==> config.mk <==
export PLATFORM = sky130hd
export DESIGN_NAME = set_reset_latch_unit
export DESIGN_NICKNAME = d
export VERILOG_FILES = /design/src/core/sr_latch_pkg.sv /design/src/core/set_reset_latch_unit.sv
export VERILOG_INCLUDE_DIRS = /design/src /design/src/core
export SDC_FILE = /design/constraint.sdc
export NUM_CORES = 1
export LEC_CHECK = 0
export ABC_AREA = 0
export BUFFER_PORTS_ARGS = -buffer_cell sky130_fd_sc_hd__buf_4
export CORE_MARGIN = 2
export CORE_UTILIZATION = 38
export CTS_BUF_LIST = sky130_fd_sc_hd__clkbuf_16
export DETAILED_ROUTE_END_ITERATION = 8
export PLACE_DENSITY = 0.69
export SLEW_MARGIN = 20
export SYNTH_ARGS = -nofsm -noshare
export SYNTH_HDL_FRONTEND = slang
export SYNTH_SLANG_ARGS = --single-unit
==> constraint.sdc <==
create_clock -name sys_clk -period 2.9 [get_ports sys_clk]
set_input_delay 0.435 -clock sys_clk [delete_from_list [all_inputs] [get_ports sys_clk]]
set_output_delay 0.435 -clock sys_clk [all_outputs]
set_load 0.02 [all_outputs]
==> src/core/sr_latch_defines.svh <==
// How it works
// - Latch follows set/reset input levels, sampled on sys_clk edges
// - All set and reset inputs active high
// - Set and reset together: reset wins
// - Sources: comparators, interrupt pin, divided clock
// - Firmware pulse bits self clear after one write
// - Firmware pulse bits always read zero
// - Enables: set in 7..4, reset in 3..0
// - Disabled source has no effect on latch
// - Divider field: divide by 4 up to 512
// - Pin carries latch only when enabled and selected
// - True output has priority over inverted output
// - Pin driven only when direction bit clear
// - Device reset leaves latch state uninitialised
`ifndef SR_LATCH_DEFINES_SVH
`define SR_LATCH_DEFINES_SVH

// ****************************************************************
// Register map
// ****************************************************************
`define ADDR_LATCH_CONTROL 4'h0
`define ADDR_LATCH_SOURCE_ENABLES 4'h1
`define ADDR_LATCH_STATUS 4'h2

// ****************************************************************
// Field positions
// ****************************************************************
`define CTRL_FW_RESET_BIT 0
`define CTRL_FW_SET_BIT 1
`define CTRL_NQ_EN_BIT 2
`define CTRL_Q_EN_BIT 3
`define CTRL_DIV_LSB 4
`define CTRL_EN_BIT 7
`define SRC_RESET_LSB 0
`define SRC_SET_LSB 4

// ****************************************************************
// Reset values
// ****************************************************************
`define LATCH_CONTROL_RESET 8'h00
`define LATCH_SOURCE_ENABLES_RESET 8'h00

// ****************************************************************
// Timing
// ****************************************************************
`define DIV_BASE_LOG2 1
`define DIV_CNT_WIDTH 9

`endif

==> src/core/sr_latch_pkg.sv <==
package sr_latch_pkg;

  // Control register layout, msb first
  typedef struct packed {
    logic latch_enable;
    logic [2:0] latch_clock_divider;
    logic true_output_pin_enable;
    logic inverted_output_pin_enable;
    logic firmware_set_pulse;
    logic firmware_reset_pulse;
  } latch_control_t;

  // One group of four source enables, msb first
  typedef struct packed {
    logic pin_enable;
    logic clock_enable;
    logic comp_two_enable;
    logic comp_one_enable;
  } source_group_t;

  typedef struct packed {
    source_group_t set_group;
    source_group_t reset_group;
  } latch_source_enables_t;

endpackage : sr_latch_pkg

==> src/core/set_reset_latch_unit.sv <==
`timescale 1ns/1ps
`default_nettype none
`include "sr_latch_defines.svh"

module set_reset_latch_unit
(
  // Clock and reset
  input wire logic sys_clk,
  input wire logic rst_n,

  // Register port
  input wire logic [3:0] reg_addr,
  input wire logic [7:0] reg_wdata,
  input wire logic reg_write,
  input wire logic reg_read,
  output logic [7:0] reg_rdata,

  // Asynchronous sources
  input wire logic [1:0] comparator_output,
  input wire logic external_interrupt_pin,

  // Port pin
  input wire logic port_direction_bit,
  input wire logic port_data,
  output logic latch_output_pin_o,
  output logic latch_output_pin_oe,

  // Internal latch outputs
  output logic latch_q,
  output logic latch_qn
);

  // ****************************************************************
  // Synchronisers
  // ****************************************************************
  logic [2:0] sync1_q;
  logic [2:0] sync2_q;
  logic [2:0] sync1_d;
  logic [2:0] sync2_d;

  always_comb
  begin
    sync1_d = {external_interrupt_pin, comparator_output};
    sync2_d = sync1_q;
  end

  always_ff @(posedge sys_clk)
  begin
    if (!rst_n)
    begin
      sync1_q <= 3'h0;
      sync2_q <= 3'h0;
    end
    else
    begin
      sync1_q <= sync1_d;
      sync2_q <= sync2_d;
    end
  end

  // ****************************************************************
  // Registers
  // ****************************************************************
  sr_latch_pkg::latch_control_t ctrl_q;
  sr_latch_pkg::latch_control_t ctrl_d;
  sr_latch_pkg::latch_source_enables_t src_en_q;
  sr_latch_pkg::latch_source_enables_t src_en_d;
  logic [7:0] rdata_q;
  logic [7:0] rdata_d;
  logic fw_set_q;
  logic fw_set_d;
  logic fw_reset_q;
  logic fw_reset_d;
  logic state_q;

  always_comb
  begin
    ctrl_d = ctrl_q;
    src_en_d = src_en_q;
    fw_set_d = 1'b0;
    fw_reset_d = 1'b0;
    rdata_d = 8'h00;
    if (reg_write)
    begin
      if (reg_addr == `ADDR_LATCH_CONTROL)
      begin
        ctrl_d = sr_latch_pkg::latch_control_t'(reg_wdata);
        // Pulse bits are never stored
        ctrl_d.firmware_set_pulse = 1'b0;
        ctrl_d.firmware_reset_pulse = 1'b0;
        fw_set_d = reg_wdata[`CTRL_FW_SET_BIT];
        fw_reset_d = reg_wdata[`CTRL_FW_RESET_BIT];
      end
      else if (reg_addr == `ADDR_LATCH_SOURCE_ENABLES)
      begin
        src_en_d = sr_latch_pkg::latch_source_enables_t'(reg_wdata);
      end
    end
    if (reg_read)
    begin
      if (reg_addr == `ADDR_LATCH_CONTROL)
      begin
        // Stored pulse bits are zero, so reads return zero
        rdata_d = 8'(ctrl_q);
      end
      else if (reg_addr == `ADDR_LATCH_SOURCE_ENABLES)
      begin
        rdata_d = 8'(src_en_q);
      end
      else if (reg_addr == `ADDR_LATCH_STATUS)
      begin
        rdata_d = {7'h00, state_q};
      end
      else
      begin
        rdata_d = 8'h00;
      end
    end
  end

  always_ff @(posedge sys_clk)
  begin
    if (!rst_n)
    begin
      ctrl_q <= sr_latch_pkg::latch_control_t'(`LATCH_CONTROL_RESET);
      src_en_q <= sr_latch_pkg::latch_source_enables_t'(`LATCH_SOURCE_ENABLES_RESET);
      rdata_q <= 8'h00;
      fw_set_q <= 1'b0;
      fw_reset_q <= 1'b0;
    end
    else
    begin
      ctrl_q <= ctrl_d;
      src_en_q <= src_en_d;
      rdata_q <= rdata_d;
      fw_set_q <= fw_set_d;
      fw_reset_q <= fw_reset_d;
    end
  end

  // ****************************************************************
  // Clock divider
  // ****************************************************************
  logic [`DIV_CNT_WIDTH-1:0] div_cnt_q;
  logic [`DIV_CNT_WIDTH-1:0] div_cnt_d;
  logic div_clk;

  always_comb
  begin
    div_cnt_d = div_cnt_q + `DIV_CNT_WIDTH'(1);
    // Bit k of a free counter toggles with period 2^(k+1)
    // Index is four bits wide so the slowest step reaches the top counter bit
    div_clk = div_cnt_q[{1'b0, ctrl_q.latch_clock_divider} + 4'(`DIV_BASE_LOG2)];
  end

  always_ff @(posedge sys_clk)
  begin
    if (!rst_n)
    begin
      div_cnt_q <= `DIV_CNT_WIDTH'(0);
    end
    else
    begin
      div_cnt_q <= div_cnt_d;
    end
  end

  // ****************************************************************
  // Latch core
  // ****************************************************************
  logic set_any;
  logic reset_any;
  logic state_d;

  always_comb
  begin
    set_any = fw_set_q
      | (src_en_q.set_group.pin_enable & sync2_q[2])
      | (src_en_q.set_group.clock_enable & div_clk)
      | (src_en_q.set_group.comp_two_enable & sync2_q[1])
      | (src_en_q.set_group.comp_one_enable & sync2_q[0]);
    reset_any = fw_reset_q
      | (src_en_q.reset_group.pin_enable & sync2_q[2])
      | (src_en_q.reset_group.clock_enable & div_clk)
      | (src_en_q.reset_group.comp_two_enable & sync2_q[1])
      | (src_en_q.reset_group.comp_one_enable & sync2_q[0]);
    state_d = state_q;
    if (reset_any)
    begin
      state_d = 1'b0;
    end
    else if (set_any)
    begin
      state_d = 1'b1;
    end
  end

  // No reset term: the latch powers up unknown
  always_ff @(posedge sys_clk)
  begin
    state_q <= state_d;
  end

  // ****************************************************************
  // Output selection
  // ****************************************************************
  logic pin_o_q;
  logic pin_o_d;
  logic pin_oe_q;
  logic pin_oe_d;
  logic q_q;
  logic qn_q;

  always_comb
  begin
    pin_o_d = port_data;
    if (ctrl_q.latch_enable && ctrl_q.true_output_pin_enable)
    begin
      pin_o_d = state_d;
    end
    else if (ctrl_q.latch_enable && ctrl_q.inverted_output_pin_enable)
    begin
      pin_o_d = ~state_d;
    end
    pin_oe_d = ~port_direction_bit;
  end

  always_ff @(posedge sys_clk)
  begin
    if (!rst_n)
    begin
      pin_o_q <= 1'b0;
      pin_oe_q <= 1'b0;
    end
    else
    begin
      pin_o_q <= pin_o_d;
      pin_oe_q <= pin_oe_d;
    end
  end

  always_ff @(posedge sys_clk)
  begin
    q_q <= state_d;
    qn_q <= ~state_d;
  end

  assign reg_rdata = rdata_q;
  assign latch_output_pin_o = pin_o_q;
  assign latch_output_pin_oe = pin_oe_q;
  assign latch_q = q_q;
  assign latch_qn = qn_q;

endmodule : set_reset_latch_unit

`default_nettype wire

==> qor.csv, run 1 <==
metric,value,unit
post_cts resized,0,
Ys Warns,0,
Clock transition at path regs,0.06,ns
CP required,3.09,ns
endpoint class of the critical path,register,
RD Place Congestion,0.7719,
Layout Skew,0.006082,ns
unrepaired setup endpoints after global routing,no,
leak pwr,0.8274,nW
antenna-violating nets left,0,
Crit Path Class,register to register,
share of layout cells above drive strength 1,0.2297,
largest net degree at the start of global routing,27,
Rel. slew slack,0.5101,
area growth from synthesis to layout,26.73,%
Tot Pwr,1.380,mW
fmax,0.3739,GHz
NumNets Final,244,
CTS Buf Count,5,
Most used DFF post-synth,dfxtp_1,
CTS Sinks,43,
syn_nets,212,
Synth async-reset ratio,0,
fill count,403,
initial antenna violation count,0,
IO Port Bufs,32,
startpoint types,register,
Peak VDD IR,253.3,uV
Worst-Margin Slew,0.7303,ns
leading area contributor after synthesis,dfxtp_1,
H-tree Lvls,2,
Mapped Cells,189,
"setup slack, reg-to-reg",0.23,ns
crit path launch,ctrl_q[4]$_SDFFE_PN0P_,
fin crit share,0.9223,
sequential fraction of the synthesis area,0.5011,
CP Max Fanout,10,
fin crit period,2.675,ns
clk_lat worst skew,0.28,ns
worst hold path type,primary input to register,
aggregate routed wire length,3537,microns
final hold violation count,0,
DR vias/cell,5.102,
GRT Util Overall,0.1531,
status,completed,
GRT Residual Overflow,0,
Antenna Cells,0,
Top-Level Pins,33,
die area,5074,sq um
DRT iter0 DRCs,91,
largest cells by area after synthesis,"dfxtp_1 (50%), a21oi_1 (5.2%), nand3_1 (5.2%)",
DR pass1 iterations,4,
MaxCap Viol Count,0,
Die Y,71.24,microns
power per standard cell area,633.9,nW/um^2
Starting Density,0.3945,
CTS root buf,clkbuf_16,
first-pass GRT wire length,6085,microns
DRC,0,
setup TNS,0,ns
"count leader, synth",dfxtp_1,
CTS tree,done,
FP Rows,24,
Max clock buf depth,2,
Post-synth EDFFs,0,
Hold Slack,0.3007,ns
Hold Startpoint,port_direction_bit,
synth cell count leaders,"dfxtp_1 (43), nand2_1 (22), a21oi_1 (18), nand3_1 (18), nor2_1 (14)",
Post-CTS Setup Inserts,0,
"Avg Cell Area, Syn",9.089,sq um
number of global-route vias before repair,1328,
Cell variety after synth,44,
Post-Syn Area,1718,sq um
Worst EP arrival,2.86,ns
routed len/inst,12.91,microns
Vias,1398,
CTS Hold Bufs,0,
core area,4354,sq um
count of final setup violators,0,
top cell type's share of synthesized area,0.5011,
Synth Register Bits,43,
dpl hpwl,2549,microns
max-slew violation count,0,
chip width,71.24,microns
r2r startpoint,ctrl_q[4]$_SDFFE_PN0P_,
-- critical path: stages (launching register included) --
cell       delay [ns]
dfxtp_1          0.52
ha_1             0.37
mux2_4           0.34
a21o_1           0.20
a2111oi_4        0.38
nor3b_1          0.12
or4_1            0.51
a31oi_1          0.14
-- worst paths after layout --
kind / cells after the start / end
setup / recovery: 7 / latch_output_pin_o$_SDFF_PN0_
hold / removal: 2 / latch_output_pin_oe$_SDFF_PN0_
setup reg to reg: 7 / latch_output_pin_o$_SDFF_PN0_
hold reg to reg: 1 / sync2_q[0]$_SDFF_PN0_
-- state kept, by name (all words and copies together), names as in the netlist --
signal	count
fw_reset_q	1
reg_rdata	8
div_cnt_q	9
sync2_q	3
latch_output_pin_oe	1
latch_q	1
sync1_q	3
latch_output_pin_o	1
latch_qn	1
ctrl_q	6
fw_set_q	1
src_en_q	8
-- metal layers --
layer	vias to the layer above	part of all wire	GRT usage
met5	-	0	0
met4	0	0.012	0.05031
met3	7	0.048	0.04782
met2	30	0.48	0.2613
met1	627	0.46	0.1831
li1	734	-	-
-- power by group --
| group | internal (mW) | total [mW] | switching (mW) |
|---|---|---|---|
| clock | 0.406 | 0.629 | 0.224 |
| sequential | 0.614 | 0.628 | 0.0145 |
| combinational | 0.0599 | 0.123 | 0.0628 |
| total | 1.08 | 1.38 | 0.301 |
-- final cells by class --
| class | instances | area, sq um | share of cell area |
|---|---|---|---|
| clock buffers | 5 | 125.1 | 0.05747 |
| multi-input cells | 130 | 800.8 | 0.3678 |
| repair buffers | 34 | 255.2 | 0.1172 |
| flip-flops and latches | 43 | 860.8 | 0.3954 |
| inverters | 7 | 26.28 | 0.01207 |
| clock inverters | 3 | 43.79 | 0.02011 |
| well taps | 52 | 65.06 | 0.02989 |
-- metrics by stage --
stage	area (sq um)	worst slack [ns]	utilization	instances
detailed placement	2008	0.2583	0.4612	266
finish	2177	0.2253	0.5000	274
global placement	2008	0.3233	0.4612	266
floorplan	1718	0.5456	-	189
CTS	2177	0.2341	0.5000	274
global route	2177	0.08161	0.5000	274
-- cells in the final DEF (no fill, tap or decap), types with 2 or more instances in the layout --
master,count
a22oi_1,8
mux2i_1,2
ha_1,2
nand2_1,22
dfxtp_1,43
inv_1,6
buf_4,34
a21oi_1,18
and2_1,7
xor2_1,3
clkbuf_16,5
or3_1,3
nand3_1,18
nor4_2,2
o21ai_0,4
nor2_1,14
nor3_1,3
nand3b_1,2
-- logic make-up (layout without fill, tap and decap cells) --
logic type      count (synthesis)  after routing  synth area share
xor+xnor                        4              4           0.02040
simple gates                   80             80            0.2367
flops                          43             43            0.5011
buf+inv                        16             49           0.04005
mux                             4              4           0.02695
compound gates                 40             40            0.1602
fa+ha+maj                       2              2           0.01456
(Power assumes the default switching activity.)
==> run 2, diff against run 1 <==
--- a/config.mk
+++ b/config.mk
@@ -13,6 +13,7 @@
 export CTS_BUF_LIST = sky130_fd_sc_hd__clkbuf_16
 export DETAILED_ROUTE_END_ITERATION = 8
 export PLACE_DENSITY = 0.69
+export REMOVE_ABC_BUFFERS = 1
 export SLEW_MARGIN = 20
 export SYNTH_ARGS = -nofsm -noshare
 export SYNTH_HDL_FRONTEND = slang
==> qor.csv, run 2 (same netlist as run 1, synthesis figures left out) <==
metric,value,unit,change
status,completed,,unchanged
Hold Slack,0.3085,ns,was 0.3007 ns
"commonest non-fill, non-tap cell in the layout",dfxtp_1,,unchanged
fill count,415,,was 403
chip width,71.24,microns,unchanged
startpoint types,register,,unchanged
"setup slack, reg-to-reg",0.23,ns,about the same
routed len/inst,13.61,microns,was 12.91 microns
unrepaired setup endpoints after global routing,no,,unchanged
grt peak-use layer,met2,,unchanged
DRC,0,,unchanged
CTS Hold Bufs,0,,unchanged
CP Max Fanout,10,,unchanged
Tot Pwr,1.460,mW,was 1.380 mW
Peak VDD IR,258.0,uV,was 253.3 uV
Rel. slew slack,0.5228,,was 0.5101
aggregate routed wire length,3728,microns,was 3537 microns
Clock transition at path regs,0.06,ns,about the same
reg-to-reg endpoint,latch_output_pin_o$_SDFF_PN0_,,unchanged
Vias,1454,,"was 1,398"
Worst-Margin Slew,0.7113,ns,was 0.7303 ns
Cells on Worst Hold Path,2,,unchanged
number of global-route vias before repair,1353,,"was 1,328"
first-pass GRT wire length,6506,microns,was 6085 microns
CTS tree,done,,unchanged
Antenna Cells,0,,unchanged
grt met1 use,0.2211,,was 0.1831
largest net degree at the start of global routing,27,,unchanged
MaxCap Viol Count,0,,unchanged
Largest Register,div_cnt_q,,unchanged
Top-Level Pins,33,,unchanged
setup TNS,0,ns,unchanged
Crit Path Class,register to register,,unchanged
CTS Sinks,43,,unchanged
count of final setup violators,0,,unchanged
fin crit period,2.665,ns,was 2.675 ns
Layout Skew,0.003897,ns,was 0.006082 ns
GRT Residual Overflow,0,,unchanged
initial antenna violation count,0,,unchanged
area growth from synthesis to layout,27.90,%,was 26.73%
DRT iter0 DRCs,97,,was 91
CTS Buf Count,5,,unchanged
Starting Density,0.3945,,unchanged
antenna-violating nets left,0,,unchanged
Worst Hold End,latch_output_pin_oe$_SDFF_PN0_,,unchanged
power per standard cell area,664.3,nW/um^2,was 633.9 nW/um^2
Die Y,71.24,microns,unchanged
post-layout util,0.5046,,was 0.5000
RD Place Congestion,0.7702,,was 0.7719
core area,4354,sq um,unchanged
Worst EP arrival,2.86,ns,about the same
die area,5074,sq um,unchanged
share of layout cells above drive strength 1,0.2252,,was 0.2297
CTS root buf,clkbuf_16,,unchanged
fmax,0.3752,GHz,was 0.3739 GHz
r2r startpoint,ctrl_q[4]$_SDFFE_PN0P_,,unchanged
met2 GRT Util,0.2449,,was 0.2613
dpl hpwl,2596,microns,was 2549 microns
worst hold path type,primary input to register,,unchanged
clk_lat worst skew,0.28,ns,about the same
NumNets Final,244,,unchanged
Post-CTS Setup Inserts,0,,unchanged
GRT Util Overall,0.1640,,was 0.1531
FP Rows,24,,unchanged
final hold violation count,0,,unchanged
Max clock buf depth,2,,unchanged
H-tree Lvls,2,,unchanged
max-slew violation count,0,,unchanged
DR vias/cell,5.307,,was 5.102
Hold Startpoint,port_direction_bit,,unchanged
FF-to-FF path depth,7,,unchanged
number of flip-flops in the largest register,9,,unchanged
leak pwr,0.8388,nW,was 0.8274 nW
DR pass1 iterations,4,,unchanged
fin crit share,0.9191,,was 0.9223
endpoint class of the critical path,register,,unchanged
IO Port Bufs,32,,unchanged
CP required,3.09,ns,about the same
post_cts resized,0,,unchanged
met3 usage,0.05345,,was 0.04782
most frequent cells in the layout,"dfxtp_1 (43), buf_4 (34), nand2_1 (22), a21oi_1 (18), nand3_1 (18)",,unchanged
## run 2: changes by cell type in the layout (fill, tap and decap cells not counted)
cell / change
inv_1: +1
clkinv_4: -1
bufinv_16: +1
clkinv_2: -1
## run 2: power by group
| group | total, mW | internal [mW] | switching [mW] |
|---|---|---|---|
| clock | 0.704 | 0.490 | 0.215 |
| combinational | 0.125 | 0.0600 | 0.0646 |
| sequential | 0.631 | 0.614 | 0.0168 |
| total | 1.46 | 1.16 | 0.296 |
## run 2: worst max path at each step
stage / start / end / slack (ns) / cells after the start
6_report: ctrl_q[4]$_SDFFE_PN0P_ / latch_output_pin_o$_SDFF_PN0_ / 0.23 / 7
3_5_place_dp: ctrl_q[4]$_SDFFE_PN0P_ / latch_output_pin_o$_SDFF_PN0_ / 0.26 / 7
3_3_place_gp: ctrl_q[4]$_SDFFE_PN0P_ / latch_output_pin_o$_SDFF_PN0_ / 0.32 / 7
2_1_floorplan: reg_addr[1] / src_en_q[0]$_SDFFE_PN0P_ / 0.40 / 4
4_1_cts: ctrl_q[4]$_SDFFE_PN0P_ / latch_output_pin_o$_SDFF_PN0_ / 0.25 / 7
5_1_grt: ctrl_q[4]$_SDFFE_PN0P_ / latch_output_pin_o$_SDFF_PN0_ / 0.08 / 7
## run 2: area by class of cell
cell class,instances,area [sq um],area share
Sequential cell,43,860.8,0.3918
Tap cell,52,65.06,0.02961
Clock buffer,5,125.1,0.05695
Clock inverter,3,63.81,0.02904
Timing Repair Buffer,34,255.2,0.1162
Multi-Input combinational cell,130,800.8,0.3645
Inverter,7,26.28,0.01196
## run 2: critical path, cell delays in order, from the launching register on
cell and delay [ns]:
dfxtp_1 0.49, ha_1 0.37, mux2_4 0.34, a21o_1 0.21, a2111oi_4 0.39, nor3b_1 0.13
or4_1 0.51, a31oi_1 0.13
## run 2: metrics by stage
| stage | area, sq um | worst slack, ns | std cells |
|---|---|---|---|
| after CTS | 2197 | 0.2467 | 274 |
| after global placement | 2008 | 0.3215 | 266 |
| after floorplan | 1675 | 0.3992 | 180 |
| after global routing | 2197 | 0.07967 | 274 |
| after detailed placement | 2008 | 0.2643 | 266 |
| final | 2197 | 0.2347 | 274 |
## run 2: per-layer routing
| metal | wire [microns] | part of all wire |
|---|---|---|
| met5 | 0 | 0 |
| met4 | 68 | 0.018 |
| met3 | 237 | 0.064 |
| met2 | 1691 | 0.45 |
| met1 | 1731 | 0.46 |
==> run 3, diff against run 2 <==
--- a/config.mk
+++ b/config.mk
@@ -8,7 +8,7 @@
 export LEC_CHECK = 0
 export ABC_AREA = 0
 export BUFFER_PORTS_ARGS = -buffer_cell sky130_fd_sc_hd__buf_4
-export CORE_MARGIN = 2
+export CORE_MARGIN = 5
 export CORE_UTILIZATION = 38
 export CTS_BUF_LIST = sky130_fd_sc_hd__clkbuf_16
 export DETAILED_ROUTE_END_ITERATION = 8
==> qor.csv, run 3 (same netlist as run 1, synthesis figures left out) <==
metric,value,unit,change
status,completed,,unchanged
Finished Layout Cells,273,,was 274
CP Max Fanout,10,,unchanged
worst hold path type,primary input to register,,unchanged
CTS root buf,clkbuf_16,,unchanged
count of final setup violators,0,,unchanged
fin crit period,2.639,ns,was 2.665 ns
Post-CTS Setup Inserts,0,,unchanged
CP required,3.09,ns,about the same
Starting Density,0.3918,,was 0.3945
clk_lat worst skew,0.28,ns,about the same
CTS tree,done,,unchanged
Top-Level Pins,33,,unchanged
met3 wire length,282,microns,was 237 microns
FP Rows,24,,unchanged
switching fraction of total power,0.2244,,was 0.2029
Clock power frac,0.405,,was 0.483
crit path max-delay cell type,dfxtp_1,,was or4_1
core area,4384,sq um,was 4354 sq um
fin crit share,0.9099,,was 0.9191
"commonest non-fill, non-tap cell in the layout",dfxtp_1,,unchanged
area growth from synthesis to layout,24.69,%,was 27.90%
most frequent cells in the layout,"dfxtp_1 (43), buf_4 (34), nand2_1 (22), a21oi_1 (18), nand3_1 (18)",,unchanged
fmax,0.3790,GHz,was 0.3752 GHz
Crit Path Class,register to register,,unchanged
MaxCap Viol Count,0,,unchanged
share of layout cells above drive strength 1,0.2217,,was 0.2252
aggregate routed wire length,3686,microns,was 3728 microns
Placed Instances,266,,unchanged
Power Internal,0.9827,mW,was 1.163 mW
CTS Sinks,43,,unchanged
Worst-Margin Slew,0.7104,ns,was 0.7113 ns
startpoint types,register,,unchanged
largest net degree at the start of global routing,27,,unchanged
sw power,0.2844,mW,was 0.2961 mW
number of flip-flops in the largest register,9,,unchanged
DRT iter0 DRCs,71,,was 97
Max stage delay on crit path,0.50,ns,was 0.51 ns
Peak VDD IR,267.4,uV,was 258.0 uV
DR pass1 iterations,4,,unchanged
post_cts resized,0,,unchanged
antenna-violating nets left,0,,unchanged
Largest Register,div_cnt_q,,unchanged
power per standard cell area,591.5,nW/um^2,was 664.3 nW/um^2
initial antenna violation count,0,,unchanged
DRC,0,,unchanged
max layer used,met4,,unchanged
Max clock buf depth,2,,unchanged
H-tree Lvls,2,,unchanged
CTS Buf Count,5,,unchanged
NumNets Final,244,,unchanged
Die Y,77.24,microns,was 71.24 microns
RD Place Congestion,0.7505,,was 0.7702
combinational power share,0.097,,was 0.085
Vias,1432,,"was 1,454"
Met1 Wirelength,1684,microns,was 1731 microns
Sequential Power Share,0.498,,was 0.432
crit path cell chain,ha_1 -> mux2_4 -> a21o_1 -> a2111oi_4 -> nor3b_1 -> or4_1 -> a31oi_1,,unchanged
Antenna Cells,0,,unchanged
GRT Residual Overflow,0,,unchanged
Layout Skew,0.001673,ns,was 0.003897 ns
setup TNS,0,ns,unchanged
post-layout util,0.4886,,was 0.5046
Rel. slew slack,0.5235,,was 0.5228
routed len/inst,13.50,microns,was 13.61 microns
dpl hpwl,2582,microns,was 2596 microns
Clock transition at path regs,0.06,ns,about the same
CTS Hold Bufs,0,,unchanged
endpoint class of the critical path,register,,unchanged
max-slew violation count,0,,unchanged
WL met2,1629,microns,was 1691 microns
Worst EP arrival,2.83,ns,was 2.86 ns
chip width,77.24,microns,was 71.24 microns
DR vias/cell,5.245,,was 5.307
number of global-route vias before repair,1410,,"was 1,353"
GRT Util Overall,0.1338,,was 0.1640
first-pass GRT wire length,6368,microns,was 6506 microns
final hold violation count,0,,unchanged
IO Port Bufs,32,,unchanged
leak pwr,0.8107,nW,was 0.8388 nW
die area,5965,sq um,was 5074 sq um
unrepaired setup endpoints after global routing,no,,unchanged
[run 3: critical path: cells and delay by family, from the launching register on]
kind	cells	cell delay, ns
adder cells (fa/ha/maj)	1	0.37
AO/OA/AOI/OAI	3	0.72
AND/OR/NAND/NOR	2	0.63
flip-flops	1	0.50
multiplexers	1	0.33
[run 3: power by group through the flow]
stage          clock network (mW)  logic (mW)  registers [mW]
5_1_grt                     0.561       0.135           0.633
3_3_place_gp                    0       0.123           0.643
6_report                    0.513       0.123           0.630
3_5_place_dp                    0       0.123           0.644
2_1_floorplan                   0      0.0474           0.653
4_1_cts                     0.530       0.124           0.631
[run 3: cell type report]
type	instances	area, sq um
fillers	435	2242
multi-input cells	130	800.8
inverters	7	26.28
repair buffers	34	255.2
clock buffers	5	125.1
well taps	52	65.06
flip-flops and latches	43	860.8
clock inverters	2	8.758
[run 3: path summary, 6_finish.rpt]
check	start	end	slack [ns]	depth (start not counted)
worst min-delay path	port_direction_bit	latch_output_pin_oe$_SDFF_PN0_	0.30	2
worst max-delay path	ctrl_q[4]$_SDFFE_PN0P_	latch_output_pin_o$_SDFF_PN0_	0.26	7
worst max register to register	ctrl_q[4]$_SDFFE_PN0P_	latch_output_pin_o$_SDFF_PN0_	0.26	7
worst min register to register	sync1_q[0]$_SDFF_PN0_	sync2_q[0]$_SDFF_PN0_	0.43	1
[run 3: metrics by stage]
step	total power [mW]	setup slack (ns)	hold WS, ns	cell area (sq um)
after floorplan	0.7009	0.3992	0.4118	1675
after global placement	0.7659	0.3272	0.4157	2008
after CTS	1.285	0.2666	0.2946	2142
final	1.267	0.2614	0.3018	2142
after global routing	1.329	0.1172	0.3068	2142
after detailed placement	0.7665	0.2765	0.4190	2008
[run 3: metal layers]
| metal | global-route usage | vias to the layer above |
|---|---|---|
| met5 | 0 | - |
| met4 | 0.07388 | 0 |
| met3 | 0.04918 | 6 |
| met2 | 0.2029 | 38 |
| met1 | 0.1625 | 657 |
| li1 | - | 731 |
